===== config.mk =====
export PLATFORM = sky130hd
export DESIGN_NAME = rai_ctrl
export DESIGN_NICKNAME = d
export VERILOG_FILES = /design/src/hw/rai_pkg.sv /design/src/hw/rai_spi_if.sv /design/src/hw/rai_ctrl.sv /design/src/hw/rai_spi_master.sv
export SDC_FILE = /design/constraint.sdc
export NUM_CORES = 1
export LEC_CHECK = 0
export ABC_CLOCK_PERIOD_IN_PS = 3700
export BUFFER_PORTS_ARGS = -buffer_cell sky130_fd_sc_hd__buf_2
export CORE_UTILIZATION = 49
export CTS_CLUSTER_DIAMETER = 50
export DETAILED_ROUTE_END_ITERATION = 7
export PLACE_DENSITY_LB_ADDON = 0.3
export SLEW_MARGIN = 25
export SYNTH_ARGS = -nofsm -noshare
export SYNTH_HDL_FRONTEND = slang
export SYNTH_HIERARCHICAL = 1
export SYNTH_SLANG_ARGS = --single-unit

===== constraint.sdc =====
create_clock -name clk -period 3.7 [get_ports clk]
set_clock_uncertainty 0.15 [all_clocks]
set_input_delay 0.555 -clock clk [delete_from_list [all_inputs] [get_ports clk]]
set_output_delay 0.555 -clock clk [all_outputs]
set_load 0.01 [all_outputs]

===== src/hw/rai_pkg.sv =====
// Constants and types for the reset and auto-initialization controller.
// How it works
// - The hardware interrupt output is active low, shown as a short pulse or held level per the style select bit.
// - The message interrupt output is active low and follows the same pulse or level style select bit.
// - Master reset is active low; reset holds while it is low and the sequence starts on its rising edge.
// - Setting the software-reset bit resets the block just as master reset does.
// - With the RAM test disable input low, the whole internal RAM is tested after reset release.
// - With the RAM test disable input high, the RAM test is skipped to shorten reset.
// - A rising edge on the EEPROM copy input while ready starts writing registers and tables out to the EEPROM.
// - Auto-init enable is sampled at reset release and, when high, RAM is loaded from the EEPROM over SPI.
// - With short-range select low, auto-init covers addresses 0x0 through 0x7FFF.
// - With short-range select high, auto-init covers only addresses 0x0 through 0x03FF.
// - Short-range select is ignored whenever auto-init enable is low.
// - Data read from the EEPROM fully configures the tables.
// - Ready stays low during test or auto-init, and the host must wait for ready before any access.
// - Terminal operation runs only while ready is high and the start-execution bit is set.
// - The block is master of the EEPROM SPI and drives its chip select and serial clock.
package rai_pkg;
  // ----------------------------------------------------------------------
  // Timing
  // ----------------------------------------------------------------------
  localparam int CLK_PERIOD_NS = 4;
  localparam int SCLK_PERIOD_NS = 125;
  localparam int SCLK_HALF_CYC = (SCLK_PERIOD_NS + 2 * CLK_PERIOD_NS - 1) / (2 * CLK_PERIOD_NS);
  localparam int IRQ_PULSE_NS = 80;
  localparam int IRQ_PULSE_CYC = (IRQ_PULSE_NS + CLK_PERIOD_NS - 1) / CLK_PERIOD_NS;
  localparam int EE_WRITE_MS = 5;
  localparam int EE_WRITE_CYC = EE_WRITE_MS * 1000000 / CLK_PERIOD_NS;
  localparam int EE_PAGE_WORDS_DEF = 32;
  localparam int BUF_DEPTH = 2;
  // ----------------------------------------------------------------------
  // Address ranges, data and EEPROM commands
  // ----------------------------------------------------------------------
  localparam int ADDR_W = 15;
  localparam int DATA_W = 16;
  localparam logic [ADDR_W-1:0] FULL_LAST = 15'h7FFF;
  localparam logic [ADDR_W-1:0] SHORT_LAST = 15'h03FF;
  localparam logic [7:0] CMD_READ = 8'h03;
  localparam logic [7:0] CMD_WRITE = 8'h02;
  localparam logic [7:0] CMD_WREN = 8'h06;
  localparam logic [DATA_W-1:0] TEST_PAT = 16'h5555;
  // ----------------------------------------------------------------------
  // Synchronized pin positions
  // ----------------------------------------------------------------------
  localparam int SY_RST = 0;
  localparam int SY_MTOFF = 1;
  localparam int SY_COPY = 2;
  localparam int SY_AUTO = 3;
  localparam int SY_SHORT = 4;
  localparam int SY_MISO = 5;
  localparam int SY_N = 6;
  // ----------------------------------------------------------------------
  // Sequencer states, Gray coded along the reset path
  // ----------------------------------------------------------------------
  typedef enum logic [3:0] {
    S_HOLD = 4'h0,
    S_TEST = 4'h1,
    S_LD_CMD = 4'h3,
    S_LD_DATA = 4'h2,
    S_LD_DRAIN = 4'h6,
    S_READY = 4'h7,
    S_CP_WREN = 4'h5,
    S_CP_CMD = 4'h4,
    S_CP_DATA = 4'hC,
    S_CP_WAIT = 4'hD
  } rai_state_e;
endpackage


===== src/hw/rai_spi_if.sv =====
// Byte-transfer handshake between the sequencer and the SPI engine.
`timescale 1ns/1ps
interface rai_spi_if;
  logic start;
  logic [7:0] tx_byte;
  logic cs_on;
  logic busy;
  logic done;
  logic [7:0] rx_byte;
  modport ctl (output start, output tx_byte, output cs_on, input busy, input done, input rx_byte);
  modport eng (input start, input tx_byte, input cs_on, output busy, output done, output rx_byte);
endinterface


===== src/hw/rai_ctrl.sv =====
// Reset, RAM self-test, EEPROM auto-initialization, EEPROM copy and interrupt style.
`timescale 1ns/1ps
module rai_ctrl
  import rai_pkg::*;
#(
  parameter int EE_WRITE_CYCLES = EE_WRITE_CYC,
  parameter int EE_PAGE_WORDS = EE_PAGE_WORDS_DEF
)
(
  input wire logic clk,
  input wire logic reset_n,
  input wire logic master_rst_n,
  input wire logic soft_reset_bit,
  input wire logic start_exec_bit,
  input wire logic irq_style_sel,
  input wire logic ram_test_disable,
  input wire logic eeprom_copy_req,
  input wire logic autoinit_enable,
  input wire logic short_range_sel,
  input wire logic hw_irq_evt,
  input wire logic msg_irq_evt,
  input wire logic hw_irq_clr,
  input wire logic msg_irq_clr,
  output logic hw_irq_n,
  output logic msg_irq_n,
  output logic ready,
  output logic term_run,
  output logic core_rst_n,
  output logic ram_test_fail,
  output logic ram_req,
  output logic ram_we,
  output logic [ADDR_W-1:0] ram_addr,
  output logic [DATA_W-1:0] ram_wdata,
  input wire logic ram_ready,
  input wire logic [DATA_W-1:0] ram_rdata,
  output logic eeprom_chip_sel_n,
  output logic eeprom_sclk,
  output logic eeprom_mosi,
  input wire logic eeprom_miso
);
  localparam int WW = $clog2(EE_WRITE_CYCLES + 1);
  localparam int PGW = $clog2(EE_PAGE_WORDS);
  localparam int BPW = $clog2(BUF_DEPTH);
  localparam int BCW = $clog2(BUF_DEPTH + 1);
  localparam int IPW = $clog2(IRQ_PULSE_CYC + 1);

  rai_spi_if spi_bus ();

  logic [SY_N-1:0] pins_raw, sync1_q, sync2_q;
  logic hold, hold_q, start_seq, copy_q, copy_rise;
  rai_state_e state_q;
  logic [ADDR_W-1:0] addr_q, last_q, wr_addr_q, rd_addr_q;
  logic [1:0] pass_q, bcnt_q;
  logic hi_q, autoinit_enable_q, fin_q, xfer_q, word_ok_q, cp_pend_q, rd_pend_q, rd_inv_q;
  logic [7:0] hibyte_q;
  logic [DATA_W-1:0] cp_word_q;
  logic [PGW-1:0] pg_q;
  logic [WW-1:0] wait_q;
  logic want;
  logic [7:0] tx;
  logic [DATA_W-1:0] buf_mem [BUF_DEPTH];
  logic [BPW-1:0] buf_wp_q, buf_rp_q;
  logic [BCW-1:0] buf_cnt_q;
  logic buf_in_ready, buf_out_valid, buf_push, buf_pop;

  function automatic logic [DATA_W-1:0] pattern(input logic [ADDR_W-1:0] a, input logic inv);
    logic [DATA_W-1:0] p;
    p = {1'b0, a} ^ TEST_PAT;
    return inv ? ~p : p;
  endfunction

  // ----------------------------------------------------------------------
  // Pin synchronizers
  // ----------------------------------------------------------------------
  assign pins_raw = {eeprom_miso, short_range_sel, autoinit_enable, eeprom_copy_req,
                     ram_test_disable, master_rst_n};

  for (genvar i = 0; i < SY_N; i++) begin : g_sync
    always_ff @(posedge clk or negedge reset_n) begin
      if (!reset_n) begin
        sync1_q[i] <= 1'b0;
        sync2_q[i] <= 1'b0;
      end else begin
        sync1_q[i] <= pins_raw[i];
        sync2_q[i] <= sync1_q[i];
      end
    end
  end

  // ----------------------------------------------------------------------
  // Reset sources and edges
  // ----------------------------------------------------------------------
  assign hold = ~sync2_q[SY_RST] | soft_reset_bit;
  assign start_seq = hold_q & ~hold;
  assign copy_rise = sync2_q[SY_COPY] & ~copy_q;

  always_ff @(posedge clk or negedge reset_n) begin
    if (!reset_n) begin
      hold_q <= 1'b1;
      copy_q <= 1'b0;
      core_rst_n <= 1'b0;
      ready <= 1'b0;
      term_run <= 1'b0;
    end else begin
      hold_q <= hold;
      copy_q <= sync2_q[SY_COPY];
      core_rst_n <= ~hold;
      ready <= ~hold && (state_q == S_READY);
      term_run <= ~hold && (state_q == S_READY) && start_exec_bit;
    end
  end

  // ----------------------------------------------------------------------
  // Sequencer
  // ----------------------------------------------------------------------
  always_ff @(posedge clk or negedge reset_n) begin
    if (!reset_n) begin
      state_q <= S_HOLD;
      addr_q <= '0;
      last_q <= FULL_LAST;
      pass_q <= 2'h0;
      bcnt_q <= 2'h0;
      hi_q <= 1'b1;
      hibyte_q <= 8'h00;
      autoinit_enable_q <= 1'b0;
      fin_q <= 1'b0;
      xfer_q <= 1'b0;
      word_ok_q <= 1'b0;
      cp_pend_q <= 1'b0;
      cp_word_q <= '0;
      pg_q <= '0;
      wait_q <= '0;
    end else if (hold) begin
      state_q <= S_HOLD;
      xfer_q <= 1'b0;
      word_ok_q <= 1'b0;
      cp_pend_q <= 1'b0;
    end else begin
      if (spi_bus.start) begin
        xfer_q <= 1'b1;
      end else if (spi_bus.done) begin
        xfer_q <= 1'b0;
      end
      case (state_q)
        S_HOLD: begin
          if (start_seq) begin
            addr_q <= '0;
            pass_q <= 2'h0;
            bcnt_q <= 2'h0;
            autoinit_enable_q <= sync2_q[SY_AUTO];
            last_q <= sync2_q[SY_SHORT] ? SHORT_LAST : FULL_LAST;
            if (!sync2_q[SY_MTOFF]) begin
              state_q <= S_TEST;
            end else begin
              state_q <= sync2_q[SY_AUTO] ? S_LD_CMD : S_READY;
            end
          end
        end
        S_TEST: begin
          if (ram_ready) begin
            if (addr_q == FULL_LAST) begin
              addr_q <= '0;
              pass_q <= pass_q + 2'h1;
              if (pass_q == 2'h3) begin
                state_q <= autoinit_enable_q ? S_LD_CMD : S_READY;
              end
            end else begin
              addr_q <= addr_q + 15'h1;
            end
          end
        end
        S_LD_CMD, S_CP_CMD: begin
          if (spi_bus.done) begin
            if (bcnt_q == 2'h2) begin
              state_q <= (state_q == S_LD_CMD) ? S_LD_DATA : S_CP_DATA;
              hi_q <= 1'b1;
            end else begin
              bcnt_q <= bcnt_q + 2'h1;
            end
          end
        end
        S_LD_DATA: begin
          if (spi_bus.done) begin
            hi_q <= ~hi_q;
            if (hi_q) begin
              hibyte_q <= spi_bus.rx_byte;
            end else if (addr_q == last_q) begin
              state_q <= S_LD_DRAIN;
            end else begin
              addr_q <= addr_q + 15'h1;
            end
          end
        end
        S_LD_DRAIN: begin
          if (!buf_out_valid) begin
            state_q <= S_READY;
          end
        end
        S_READY: begin
          if (copy_rise) begin
            state_q <= S_CP_WREN;
            addr_q <= '0;
            bcnt_q <= 2'h0;
            pg_q <= '0;
            fin_q <= 1'b0;
            wait_q <= '0;
          end
        end
        S_CP_WREN: begin
          if (bcnt_q == 2'h0) begin
            if (spi_bus.done) begin
              bcnt_q <= 2'h1;
              wait_q <= '0;
            end
          end else if (wait_q == WW'(SCLK_HALF_CYC)) begin
            state_q <= S_CP_CMD;
            bcnt_q <= 2'h0;
          end else begin
            wait_q <= wait_q + WW'(1);
          end
        end
        S_CP_DATA: begin
          cp_pend_q <= ram_req & ram_ready;
          if (cp_pend_q) begin
            cp_word_q <= ram_rdata;
            word_ok_q <= 1'b1;
          end
          if (spi_bus.done) begin
            hi_q <= ~hi_q;
            if (!hi_q) begin
              word_ok_q <= 1'b0;
              wait_q <= '0;
              if (addr_q == FULL_LAST) begin
                fin_q <= 1'b1;
                state_q <= S_CP_WAIT;
              end else begin
                addr_q <= addr_q + 15'h1;
                pg_q <= pg_q + PGW'(1);
                if (pg_q == PGW'(EE_PAGE_WORDS - 1)) begin
                  state_q <= S_CP_WAIT;
                end
              end
            end
          end
        end
        S_CP_WAIT: begin
          // The EEPROM is busy with its internal write.
          if (wait_q == WW'(EE_WRITE_CYCLES - 1)) begin
            state_q <= fin_q ? S_READY : S_CP_WREN;
            bcnt_q <= 2'h0;
            wait_q <= '0;
          end else begin
            wait_q <= wait_q + WW'(1);
          end
        end
        default: begin
          state_q <= S_HOLD;
        end
      endcase
    end
  end

  // ----------------------------------------------------------------------
  // RAM self-test checker
  // ----------------------------------------------------------------------
  always_ff @(posedge clk or negedge reset_n) begin
    if (!reset_n) begin
      rd_pend_q <= 1'b0;
      rd_addr_q <= '0;
      rd_inv_q <= 1'b0;
      ram_test_fail <= 1'b0;
    end else begin
      rd_pend_q <= ~hold && (state_q == S_TEST) && pass_q[0] && ram_ready;
      rd_addr_q <= addr_q;
      rd_inv_q <= pass_q[1];
      if (start_seq) begin
        ram_test_fail <= 1'b0;
      end else if (rd_pend_q && (ram_rdata != pattern(rd_addr_q, rd_inv_q))) begin
        ram_test_fail <= 1'b1;
      end
    end
  end

  // ----------------------------------------------------------------------
  // SPI byte requests
  // ----------------------------------------------------------------------
  always_comb begin
    want = 1'b0;
    tx = 8'h00;
    case (state_q)
      S_LD_CMD, S_CP_CMD: begin
        want = 1'b1;
        case (bcnt_q)
          2'h0: tx = (state_q == S_LD_CMD) ? CMD_READ : CMD_WRITE;
          2'h1: tx = addr_q[14:7];
          default: tx = {addr_q[6:0], 1'b0};
        endcase
      end
      S_LD_DATA: want = buf_in_ready;
      S_CP_WREN: begin
        want = (bcnt_q == 2'h0);
        tx = CMD_WREN;
      end
      S_CP_DATA: begin
        want = word_ok_q;
        tx = hi_q ? cp_word_q[15:8] : cp_word_q[7:0];
      end
      default: want = 1'b0;
    endcase
  end

  assign spi_bus.start = want & ~xfer_q & ~spi_bus.busy & ~hold;
  assign spi_bus.tx_byte = tx;
  assign spi_bus.cs_on = ~hold && ((state_q == S_LD_CMD) || (state_q == S_LD_DATA) ||
                         (state_q == S_CP_CMD) || (state_q == S_CP_DATA) ||
                         ((state_q == S_CP_WREN) && (bcnt_q == 2'h0)));

  rai_spi_master u_spi (
    .clk(clk),
    .reset_n(reset_n),
    .spi(spi_bus),
    .miso_s(sync2_q[SY_MISO]),
    .eeprom_sclk(eeprom_sclk),
    .eeprom_mosi(eeprom_mosi),
    .eeprom_chip_sel_n(eeprom_chip_sel_n)
  );

  // ----------------------------------------------------------------------
  // Load buffer: a stalled RAM port stops the SPI reads instead of losing words
  // ----------------------------------------------------------------------
  assign buf_in_ready = (buf_cnt_q != BCW'(BUF_DEPTH));
  assign buf_out_valid = (buf_cnt_q != '0);
  assign buf_push = (state_q == S_LD_DATA) && spi_bus.done && !hi_q && !hold;
  assign buf_pop = buf_out_valid && ram_ready && !hold &&
                   ((state_q == S_LD_DATA) || (state_q == S_LD_DRAIN));

  always_ff @(posedge clk or negedge reset_n) begin
    if (!reset_n) begin
      buf_wp_q <= '0;
      buf_rp_q <= '0;
      buf_cnt_q <= '0;
      wr_addr_q <= '0;
    end else if (hold) begin
      buf_wp_q <= '0;
      buf_rp_q <= '0;
      buf_cnt_q <= '0;
      wr_addr_q <= '0;
    end else begin
      if (buf_push) begin
        buf_mem[buf_wp_q] <= {hibyte_q, spi_bus.rx_byte};
        buf_wp_q <= buf_wp_q + BPW'(1);
      end
      if (buf_pop) begin
        buf_rp_q <= buf_rp_q + BPW'(1);
        wr_addr_q <= wr_addr_q + 15'h1;
      end
      buf_cnt_q <= buf_cnt_q + BCW'(buf_push) - BCW'(buf_pop);
    end
  end

  // ----------------------------------------------------------------------
  // RAM port
  // ----------------------------------------------------------------------
  always_comb begin
    ram_req = 1'b0;
    ram_we = 1'b0;
    ram_addr = addr_q;
    ram_wdata = '0;
    if (!hold) begin
      case (state_q)
        S_TEST: begin
          ram_req = 1'b1;
          ram_we = ~pass_q[0];
          ram_wdata = pattern(addr_q, pass_q[1]);
        end
        S_LD_DATA, S_LD_DRAIN: begin
          ram_req = buf_out_valid;
          ram_we = 1'b1;
          ram_addr = wr_addr_q;
          ram_wdata = buf_mem[buf_rp_q];
        end
        S_CP_DATA: ram_req = ~word_ok_q & ~cp_pend_q;
        default: ram_req = 1'b0;
      endcase
    end
  end

  // ----------------------------------------------------------------------
  // Interrupt outputs: style select high holds the level until cleared
  // ----------------------------------------------------------------------
  logic [1:0] irq_evt, irq_clr, irq_n_q;
  assign irq_evt = {msg_irq_evt, hw_irq_evt};
  assign irq_clr = {msg_irq_clr, hw_irq_clr};

  for (genvar c = 0; c < 2; c++) begin : g_irq
    logic lvl_q;
    logic [IPW-1:0] pcnt_q;
    always_ff @(posedge clk or negedge reset_n) begin
      if (!reset_n) begin
        lvl_q <= 1'b0;
        pcnt_q <= '0;
        irq_n_q[c] <= 1'b1;
      end else if (hold) begin
        lvl_q <= 1'b0;
        pcnt_q <= '0;
        irq_n_q[c] <= 1'b1;
      end else begin
        if (irq_evt[c]) begin
          lvl_q <= 1'b1;
          pcnt_q <= IPW'(IRQ_PULSE_CYC);
        end else begin
          if (irq_clr[c]) begin
            lvl_q <= 1'b0;
          end
          if (pcnt_q != '0) begin
            pcnt_q <= pcnt_q - IPW'(1);
          end
        end
        irq_n_q[c] <= irq_style_sel ? ~(irq_evt[c] | (lvl_q & ~irq_clr[c])) :
                      ~(irq_evt[c] | (pcnt_q > IPW'(1)));
      end
    end
  end

  assign hw_irq_n = irq_n_q[0];
  assign msg_irq_n = irq_n_q[1];
endmodule


===== src/hw/rai_spi_master.sv =====
// Mode 0 SPI master engine that moves one byte per start request.
`timescale 1ns/1ps
module rai_spi_master
  import rai_pkg::*;
(
  input wire logic clk,
  input wire logic reset_n,
  rai_spi_if.eng spi,
  input wire logic miso_s,
  output logic eeprom_sclk,
  output logic eeprom_mosi,
  output logic eeprom_chip_sel_n
);
  localparam int DW = $clog2(SCLK_HALF_CYC + 1);

  logic [DW-1:0] div_q;
  logic [2:0] bit_q;
  logic [7:0] sh_q;
  logic [7:0] rx_q;
  logic tick;

  // ----------------------------------------------------------------------
  // Half-period enable, only running inside a byte
  // ----------------------------------------------------------------------
  assign tick = spi.busy && (div_q == DW'(SCLK_HALF_CYC - 1));

  always_ff @(posedge clk or negedge reset_n) begin
    if (!reset_n) begin
      div_q <= '0;
    end else if (!spi.busy || tick) begin
      div_q <= '0;
    end else begin
      div_q <= div_q + DW'(1);
    end
  end

  // ----------------------------------------------------------------------
  // Shifter: data leaves on the falling edge and is caught on the rising
  // ----------------------------------------------------------------------
  always_ff @(posedge clk or negedge reset_n) begin
    if (!reset_n) begin
      spi.busy <= 1'b0;
      spi.done <= 1'b0;
      spi.rx_byte <= 8'h00;
      bit_q <= 3'h0;
      sh_q <= 8'h00;
      rx_q <= 8'h00;
      eeprom_sclk <= 1'b0;
      eeprom_mosi <= 1'b0;
    end else begin
      spi.done <= 1'b0;
      if (!spi.busy) begin
        if (spi.start) begin
          spi.busy <= 1'b1;
          bit_q <= 3'h0;
          sh_q <= spi.tx_byte;
          eeprom_mosi <= spi.tx_byte[7];
        end
      end else if (tick) begin
        if (!eeprom_sclk) begin
          eeprom_sclk <= 1'b1;
          rx_q <= {rx_q[6:0], miso_s};
        end else begin
          eeprom_sclk <= 1'b0;
          if (bit_q == 3'h7) begin
            spi.busy <= 1'b0;
            spi.done <= 1'b1;
            spi.rx_byte <= rx_q;
          end else begin
            bit_q <= bit_q + 3'h1;
            sh_q <= {sh_q[6:0], 1'b0};
            eeprom_mosi <= sh_q[6];
          end
        end
      end
      if (!spi.cs_on) {spi.busy, eeprom_sclk} <= 2'b00;
    end
  end

  // Select is registered so it never glitches between frames.
  always_ff @(posedge clk or negedge reset_n) begin
    if (!reset_n) begin
      eeprom_chip_sel_n <= 1'b1;
    end else begin
      eeprom_chip_sel_n <= ~spi.cs_on;
    end
  end
endmodule


# [Word-level counts from Yosys, hierarchy flattened]
# Memories as Yosys holds them, arrays and structs flattened.
# Index checks and enable logic that the tools add are counted.
# W data, S select, Z words.
[op_classes] n_addsub=14 magnitude_cmp=2 eq_ne=62 muxes=154 bitwise=35 n_reduce_logical=64
[op_table] op="$mux W15" n=15
[op_table] op="$mux W21" n=7
[op_table] op="$pmux W21 S4" n=1
[op_table] op="$mux W4" n=20
[op_table] op="$pmux W15 S5" n=1
[op_table] op="$mux W1" n=58
[op_table] op="$mux W5" n=11
[op_table] op="$mux W16" n=3
[op_table] op="$ne A3 B3 Y1 const B" n=15
[op_table] op="$ne A2 B2 Y1 const B" n=18
[op_table] op="$pmux W4 S9" n=1
[op_table] op="$mux W7" n=5
[op_table] op="$not A15 Y16" n=2
[op_table] op="$pmux W16 S2" n=1
[op_table] op="$add A15 B1 Y15 const B" n=2
[op_table] op="$mux W2" n=12
[op_table] op="$mux W3" n=8
[op_table] op="$pmux W8 S3" n=1
[op_table] op="$add A21 B1 Y21 const B" n=1
[op_table] op="$eq A21 B21 Y1 const B" n=1
[op_table] op="$eq A21 B5 Y1 const B" n=1
[op_table] op="$reduce_bool A5 Y1" n=4
[op_table] op="$reduce_bool A2 Y1" n=9
[op_table] op="$not A1 Y1" n=17
[op_table] op="51 further kinds" n=117
[totals] register_bits=198 mem_bits_rw=32 input_bits=32 out_inout_bits=42 wordCells=388 n_memories=1
[memory_table] name="buf_mem" words=2 width=16 read_ports=1 rd_ports_with_merged_regs=0 write_ports=1 line="rai_ctrl.sv:61" text="logic [DATA_W-1:0] buf_mem [BUF_DEPTH];"

# [Longest topological paths before layout]
[logic_depth] word_depth=9 depth_mapped=13 mapped_depth_nobuf=11

# [Cells and area by module]
# The synthesis kept the hierarchy.
[modules_own_cells] mod="rai_ctrl" n_inst=1 cells_per_inst=918 area_each_um2=9439.1 seq_area_each_um2=4670.7
[modules_own_cells] mod="rai_spi_master" n_inst=1 cells_per_inst=108 area_each_um2=1542.7 seq_area_each_um2=902.1

# [Worst setup path before layout]
# No wires, ideal clock.
[synth_path] kind="register -> register" start="register state_q[1]" end="register u_spi.eeprom_mosi" setup_time_ns=0.125 arrival_ns=2.646 t_required_ns=3.425 path_slack_ns=0.780 path_stages_with_launch=10 cell_sequence="dfrtp_1 buf_4 or3b_2 a21oi_1 a21oi_1 a221oi_1 inv_1 o21ai_0 buf_4 mux2_2"
[synth_via] elab_chain_len=8 elab_cells_between_ends=15
[synth_lines] element="from (decl)" line="rai_ctrl.sv:51" text="rai_state_e state_q;"
[synth_lines] element="from (signal assigned)" line="rai_ctrl.sv:155" text="state_q <= sync2_q[SY_AUTO] ? S_LD_CMD : S_READY;"
[synth_lines] element="from (signal assigned)" line="rai_ctrl.sv:165" text="state_q <= autoinit_enable_q ? S_LD_CMD : S_READY;"
[synth_lines] element="from (signal assigned)" line="rai_ctrl.sv:175" text="state_q <= (state_q == S_LD_CMD) ? S_LD_DATA : S_CP_DATA;"
[synth_lines] element="$eq A4 B2 Y1 / $eq A4 B3 Y1 (equally long branches)" line="rai_ctrl.sv:290" text="case (state_q)"
[synth_lines] element="$reduce_or A2 Y1" line="rai_ctrl.sv:290"
[synth_lines] element="$pmux W1 S4 *" line="rai_ctrl.sv:290"
[synth_lines] element="$and A1 B1 Y1 * (3 in a row)" line="rai_ctrl.sv:312" text="assign spi_bus.start = want & ~xfer_q & ~spi_bus.busy & ~hold;"
[synth_lines] element="named net spi_bus.start" line="rai_spi_if.sv:4" text="logic start;"
[synth_lines] element="$reduce_bool A2 Y1 (no source line) *"
[synth_lines] element="$reduce_and A4 Y1 (no source line) *"
[synth_lines] element="to (signal assigned)" line="rai_spi_master.sv:57" text="eeprom_mosi <= spi.tx_byte[7];"
[synth_lines] element="to (signal assigned)" line="rai_spi_master.sv:72" text="eeprom_mosi <= sh_q[6];"
[synth_lines] element="to (decl)" line="rai_spi_master.sv:11" text="output logic eeprom_mosi,"
# Mark *: on every way through the listed nets, which the timed path passes. The rest lies on a longest branch. The select of a mux whose other input is x is not followed.
# A chain may end at the register's enable or synchronous reset.

# [Worst setup path in the final report]
[layout_path] start="register state_q[1]" end="output port ram_wdata[8]"
[layout_via] elab_chain_len=4 elab_cells_between_ends=6
[layout_lines] element="$eq A4 B2 Y1 / $eq A4 B3 Y1 (equally long branches)" line="rai_ctrl.sv:370" text="case (state_q)"
[layout_lines] element="$reduce_or A2 Y1" line="rai_ctrl.sv:370"
[layout_lines] element="$pmux W16 S2 *" line="rai_ctrl.sv:370"
[layout_lines] element="$mux W16 *" line="rai_ctrl.sv:369" text="if (!hold) begin"
[layout_lines] element="to (decl)" line="rai_ctrl.sv:33" text="output logic [DATA_W-1:0] ram_wdata,"
# Mark *: on every way between the ends. The rest lies on a longest branch, timed or not.

==> results.toml <==
[run_status]
status = "complete, no violations"

[setup_path]
crit_fanout = 18
crit_type = "flip-flop to output pin"
max_stage_delay_ns = 0.56
worst_path_most_repeated_cell = "buf_4"
worstPathRequired_ns = 2.99
worst-r2r-cell-count = 6
worstPathCellList = "buf_4 -> nor4b_2 -> buf_4 -> nand2_1 -> o22ai_1 -> buf_2"
crit_family = "simple AND/OR/NAND/NOR gates"
start_kind = "flip-flop"
worstPathArrival_ns = 2.69
slowest_stage = "dfrtp_1"
cp-end-kind = "output pin"
cp.depth = 6
crit_buf_inv = 3

[synth]
ys_warn_count = 6
synth_flop_cell = "dfrtp_1"
synth_xor_area_share_pct = 5.10
yosys.area_share.adder_pct = 2.51
synth_compound_area_share_pct = 11.0
synth_top_family_by_area = "simple AND/OR/NAND/NOR gates"
syn-num-nets = 1080
yosys.area_share.simple_pct = 16.5
ys_ff_latch = 216
synth.area.mux_share_pct = 10.2
ys_seq_area_share_pct = 50.7
ys_types = 77
synth_edf_count = 32
syn-cell-area_um2 = 11000
synthArstFlopShare_pct = 85.2
synthCells = 1026
syn_area_per_cell_um2 = 10.7

[final_layout]
areaGrowthSynthToFinish_pct = 14.2
post-route-util_pct = 57.3
final_nets = 1156
final_area_um2 = 12500
n_antenna_cell = 0
drive_above_1_share_pct = 20.9

[sta]
setup_viol = 0
slew_viol_final = 0
fin_crit_sh_pct = 91.7
hold_viol = 0
setup_ws_ns = 0.309
fin_setup_tns_ns = 0
fin_crit_ns = 3.39
fmax_mhz = 295
timing.slew.headroom_pct = 34.3
worst_pin_slew_ns = 0.985
rsz0062_at_grt = "false"

[grt]
grt_start_max_net_pins = 67
grt_usage_pct = 22.9
grt_pass1_wl_mm = 41.0
first_global_vias = 7775
antenna_found_initial = 0
grt.overflow.total = 0

[drt]
drt_wl_total_mm = 25.7
postRouteAntennaNets = 0
drt_iter0_drc = 635
drcViolationCount = 0
avgRoutedWirePerCell_um = 18.3
viasPerCell = 5.80
drt_pre_antenna_iters = 5
num_vias = 8132

[clock_tree]
cts_max_level = 1
tritoncts = "built"
cts-root-buf = "clkbuf_16"
post_cts_buffers = 0
path_clk_slew_ns = 0.06
cts_buffers = 27
clk_latency_ns = 0.52
clock_path_buffers = 3
clock-sinks = 216

[floorplan]
dieArea_um2 = 23000
dieWidth_um = 152
coreArea_um2 = 21900
rows = 54
fp.dieH_um = 152
pin_count = 74
start_util_pct = 50.2

[placed_design]
place_ws_ns = 0.614
dp_hpwl_mm = 17.8
place_area_um2 = 11600
port_buffers = 73
place_congestion = 0.911

[power_and_ir_drop]
powerDensity_nw_per_um2 = 508
p_clk_share_pct = 39.8
seqPwrFrac_pct = 41.8
ir_drop_mv = 0.341
comb_power_share_pct = 18.4
power_switching_w = 0.00188
switching_share_pct = 29.5
leakage_nw = 5.61
power.internal_w = 0.00449

[run]
maxCapViolCount = 0

[worst_hold_path]
hold_path_depth = 2
hold_path_class = "input port to flip-flop"
[power by group through the flow]
| stage | clock, W | sequential (W) | combinational [W] |
|---|---|---|---|
| finish | 0.00254 | 0.00266 | 0.00117 |
| global route | 0.00267 | 0.00268 | 0.00129 |
| CTS | 0.00258 | 0.00266 | 0.00116 |
| detailed placement | 0 | 0.00270 | 0.00115 |
| global placement | 0 | 0.00269 | 0.00114 |
| floorplan | 0 | 0.00263 | 0.000899 |
[registers in the layout (all words and copies together) (netlist names), 8 cells and up]
signal / cells
wr_addr_q: 15
addr_q: 15
u_spi/spi.rx_byte: 8
hibyte_q: 8
cp_word_q: 16
g_irq.pcnt_q: 10
wait_q: 21
rd_addr_q: 15
buf_mem: 32
u_spi/rx_q: 8
[cell type report]
cell class | count | area [µm²]
multi-input combinational | 715 | 4980
clock inverter | 13 | 123
tap | 280 | 350
clock buffer | 36 | 749
sequential | 216 | 5570
inverter | 38 | 143
fill | 1888 | 9350
timing repair buffer | 104 | 624
[cell usage after synthesis (5+ instances only)]
cell type,n,area share (%)
ha_1,22,2.5
or4_1,7,0.48
a2111oi_0,5,0.40
nor3_1,23,1.0
dfstp_2,6,1.4
mux2_4,8,1.1
nor4_1,17,0.97
inv_1,38,1.3
buf_2,19,0.87
edfxtp_1,32,8.8
a21oi_1,42,1.9
xor2_1,31,2.5
nor3b_1,5,0.34
clkbuf_1,21,0.72
nor2b_1,13,0.74
mux2_2,64,6.6
nand4_1,13,0.74
dfrtp_1,178,41
o31ai_1,10,0.68
o22ai_1,27,1.5
buf_1,6,0.21
o41ai_1,5,0.40
o21ai_0,51,2.3
buf_4,6,0.41
mux2i_1,28,2.6
a31oi_1,6,0.34
nand2_1,66,2.3
nand2b_1,14,0.80
xnor2_1,33,2.6
or3_1,6,0.34
nor2_1,84,2.9
and3_1,16,0.91
nand3_1,33,1.5
and2_1,7,0.40
[layer usage]
| metal | wire, µm | track usage, % | up-vias | part of all wire (%) |
|---|---|---|---|---|
| met2 | 11800 | 35.7 | 288 | 46 |
| met1 | 11500 | 32.2 | 3938 | 45 |
| met5 | 0 | 0 | - | 0 |
| met3 | 1700 | 4.13 | 47 | 6.6 |
| li1 | - | - | 3859 | - |
| met4 | 720 | 7.52 | 0 | 2.8 |
[worst register-to-register path, cell delays in order, from the launching register on]
cell,delay (ns)
dfrtp_1,0.56
and4bb_1,0.68
nand2_1,0.15
a211oi_2,0.29
o211ai_2,0.38
or4_1,0.62
a21oi_1,0.17
[logic make-up after synthesis]
family / after synthesis
simple gates: 340
compound gates: 189
buf+inv: 95
fa+ha+maj: 22
mux: 100
xor+xnor: 64
flops: 216
[placed cells by master, fill, tap and decap left out, types with 16 or more instances in the layout]
| master | instances |
|---|---|
| nor3_1 | 23 |
| inv_1 | 38 |
| mux2_2 | 64 |
| clkbuf_16 | 27 |
| ha_1 | 22 |
| xnor2_1 | 33 |
| and3_1 | 16 |
| nand2_1 | 66 |
| buf_4 | 24 |
| mux2i_1 | 28 |
| o21ai_0 | 51 |
| nor2_1 | 84 |
| dfrtp_1 | 178 |
| nor4_1 | 16 |
| xor2_1 | 31 |
| buf_2 | 72 |
| edfxtp_1 | 32 |
| a21oi_1 | 42 |
| o22ai_1 | 27 |
| nand3_1 | 33 |
[worst paths after layout]
path	endpoint	start	slack (ns)
worst min-delay path	term_run	start_exec_bit	0.12
worst min register to register	sync2_q[2]	sync1_q[2]	0.19
worst max register to register	addr_q[13]	state_q[0]	0.61
max in group asynchronous	cp_word_q[5]	reset_n	1.79
min in group asynchronous	wait_q[11]	reset_n	0.41
worst max-delay path	ram_wdata[8]	state_q[1]	0.31
[stage by stage]
step / std cells / total power (W) / hold WS, ns
3_3_place_gp: 1346 / 0.00383 / 0.184
5_1_grt: 1402 / 0.00664 / 0.133
2_1_floorplan: 1026 / 0.00353 / 0.109
3_5_place_dp: 1346 / 0.00384 / 0.187
6_report: 1402 / 0.00637 / 0.119
4_1_cts: 1402 / 0.00640 / 0.108
[repair_timing]
action                                 CTS  global route
resized for setup                        0             0
endpoints found under the hold margin   61             0
hold buffers                             7             0
Power figures use the tool's default switching activity.
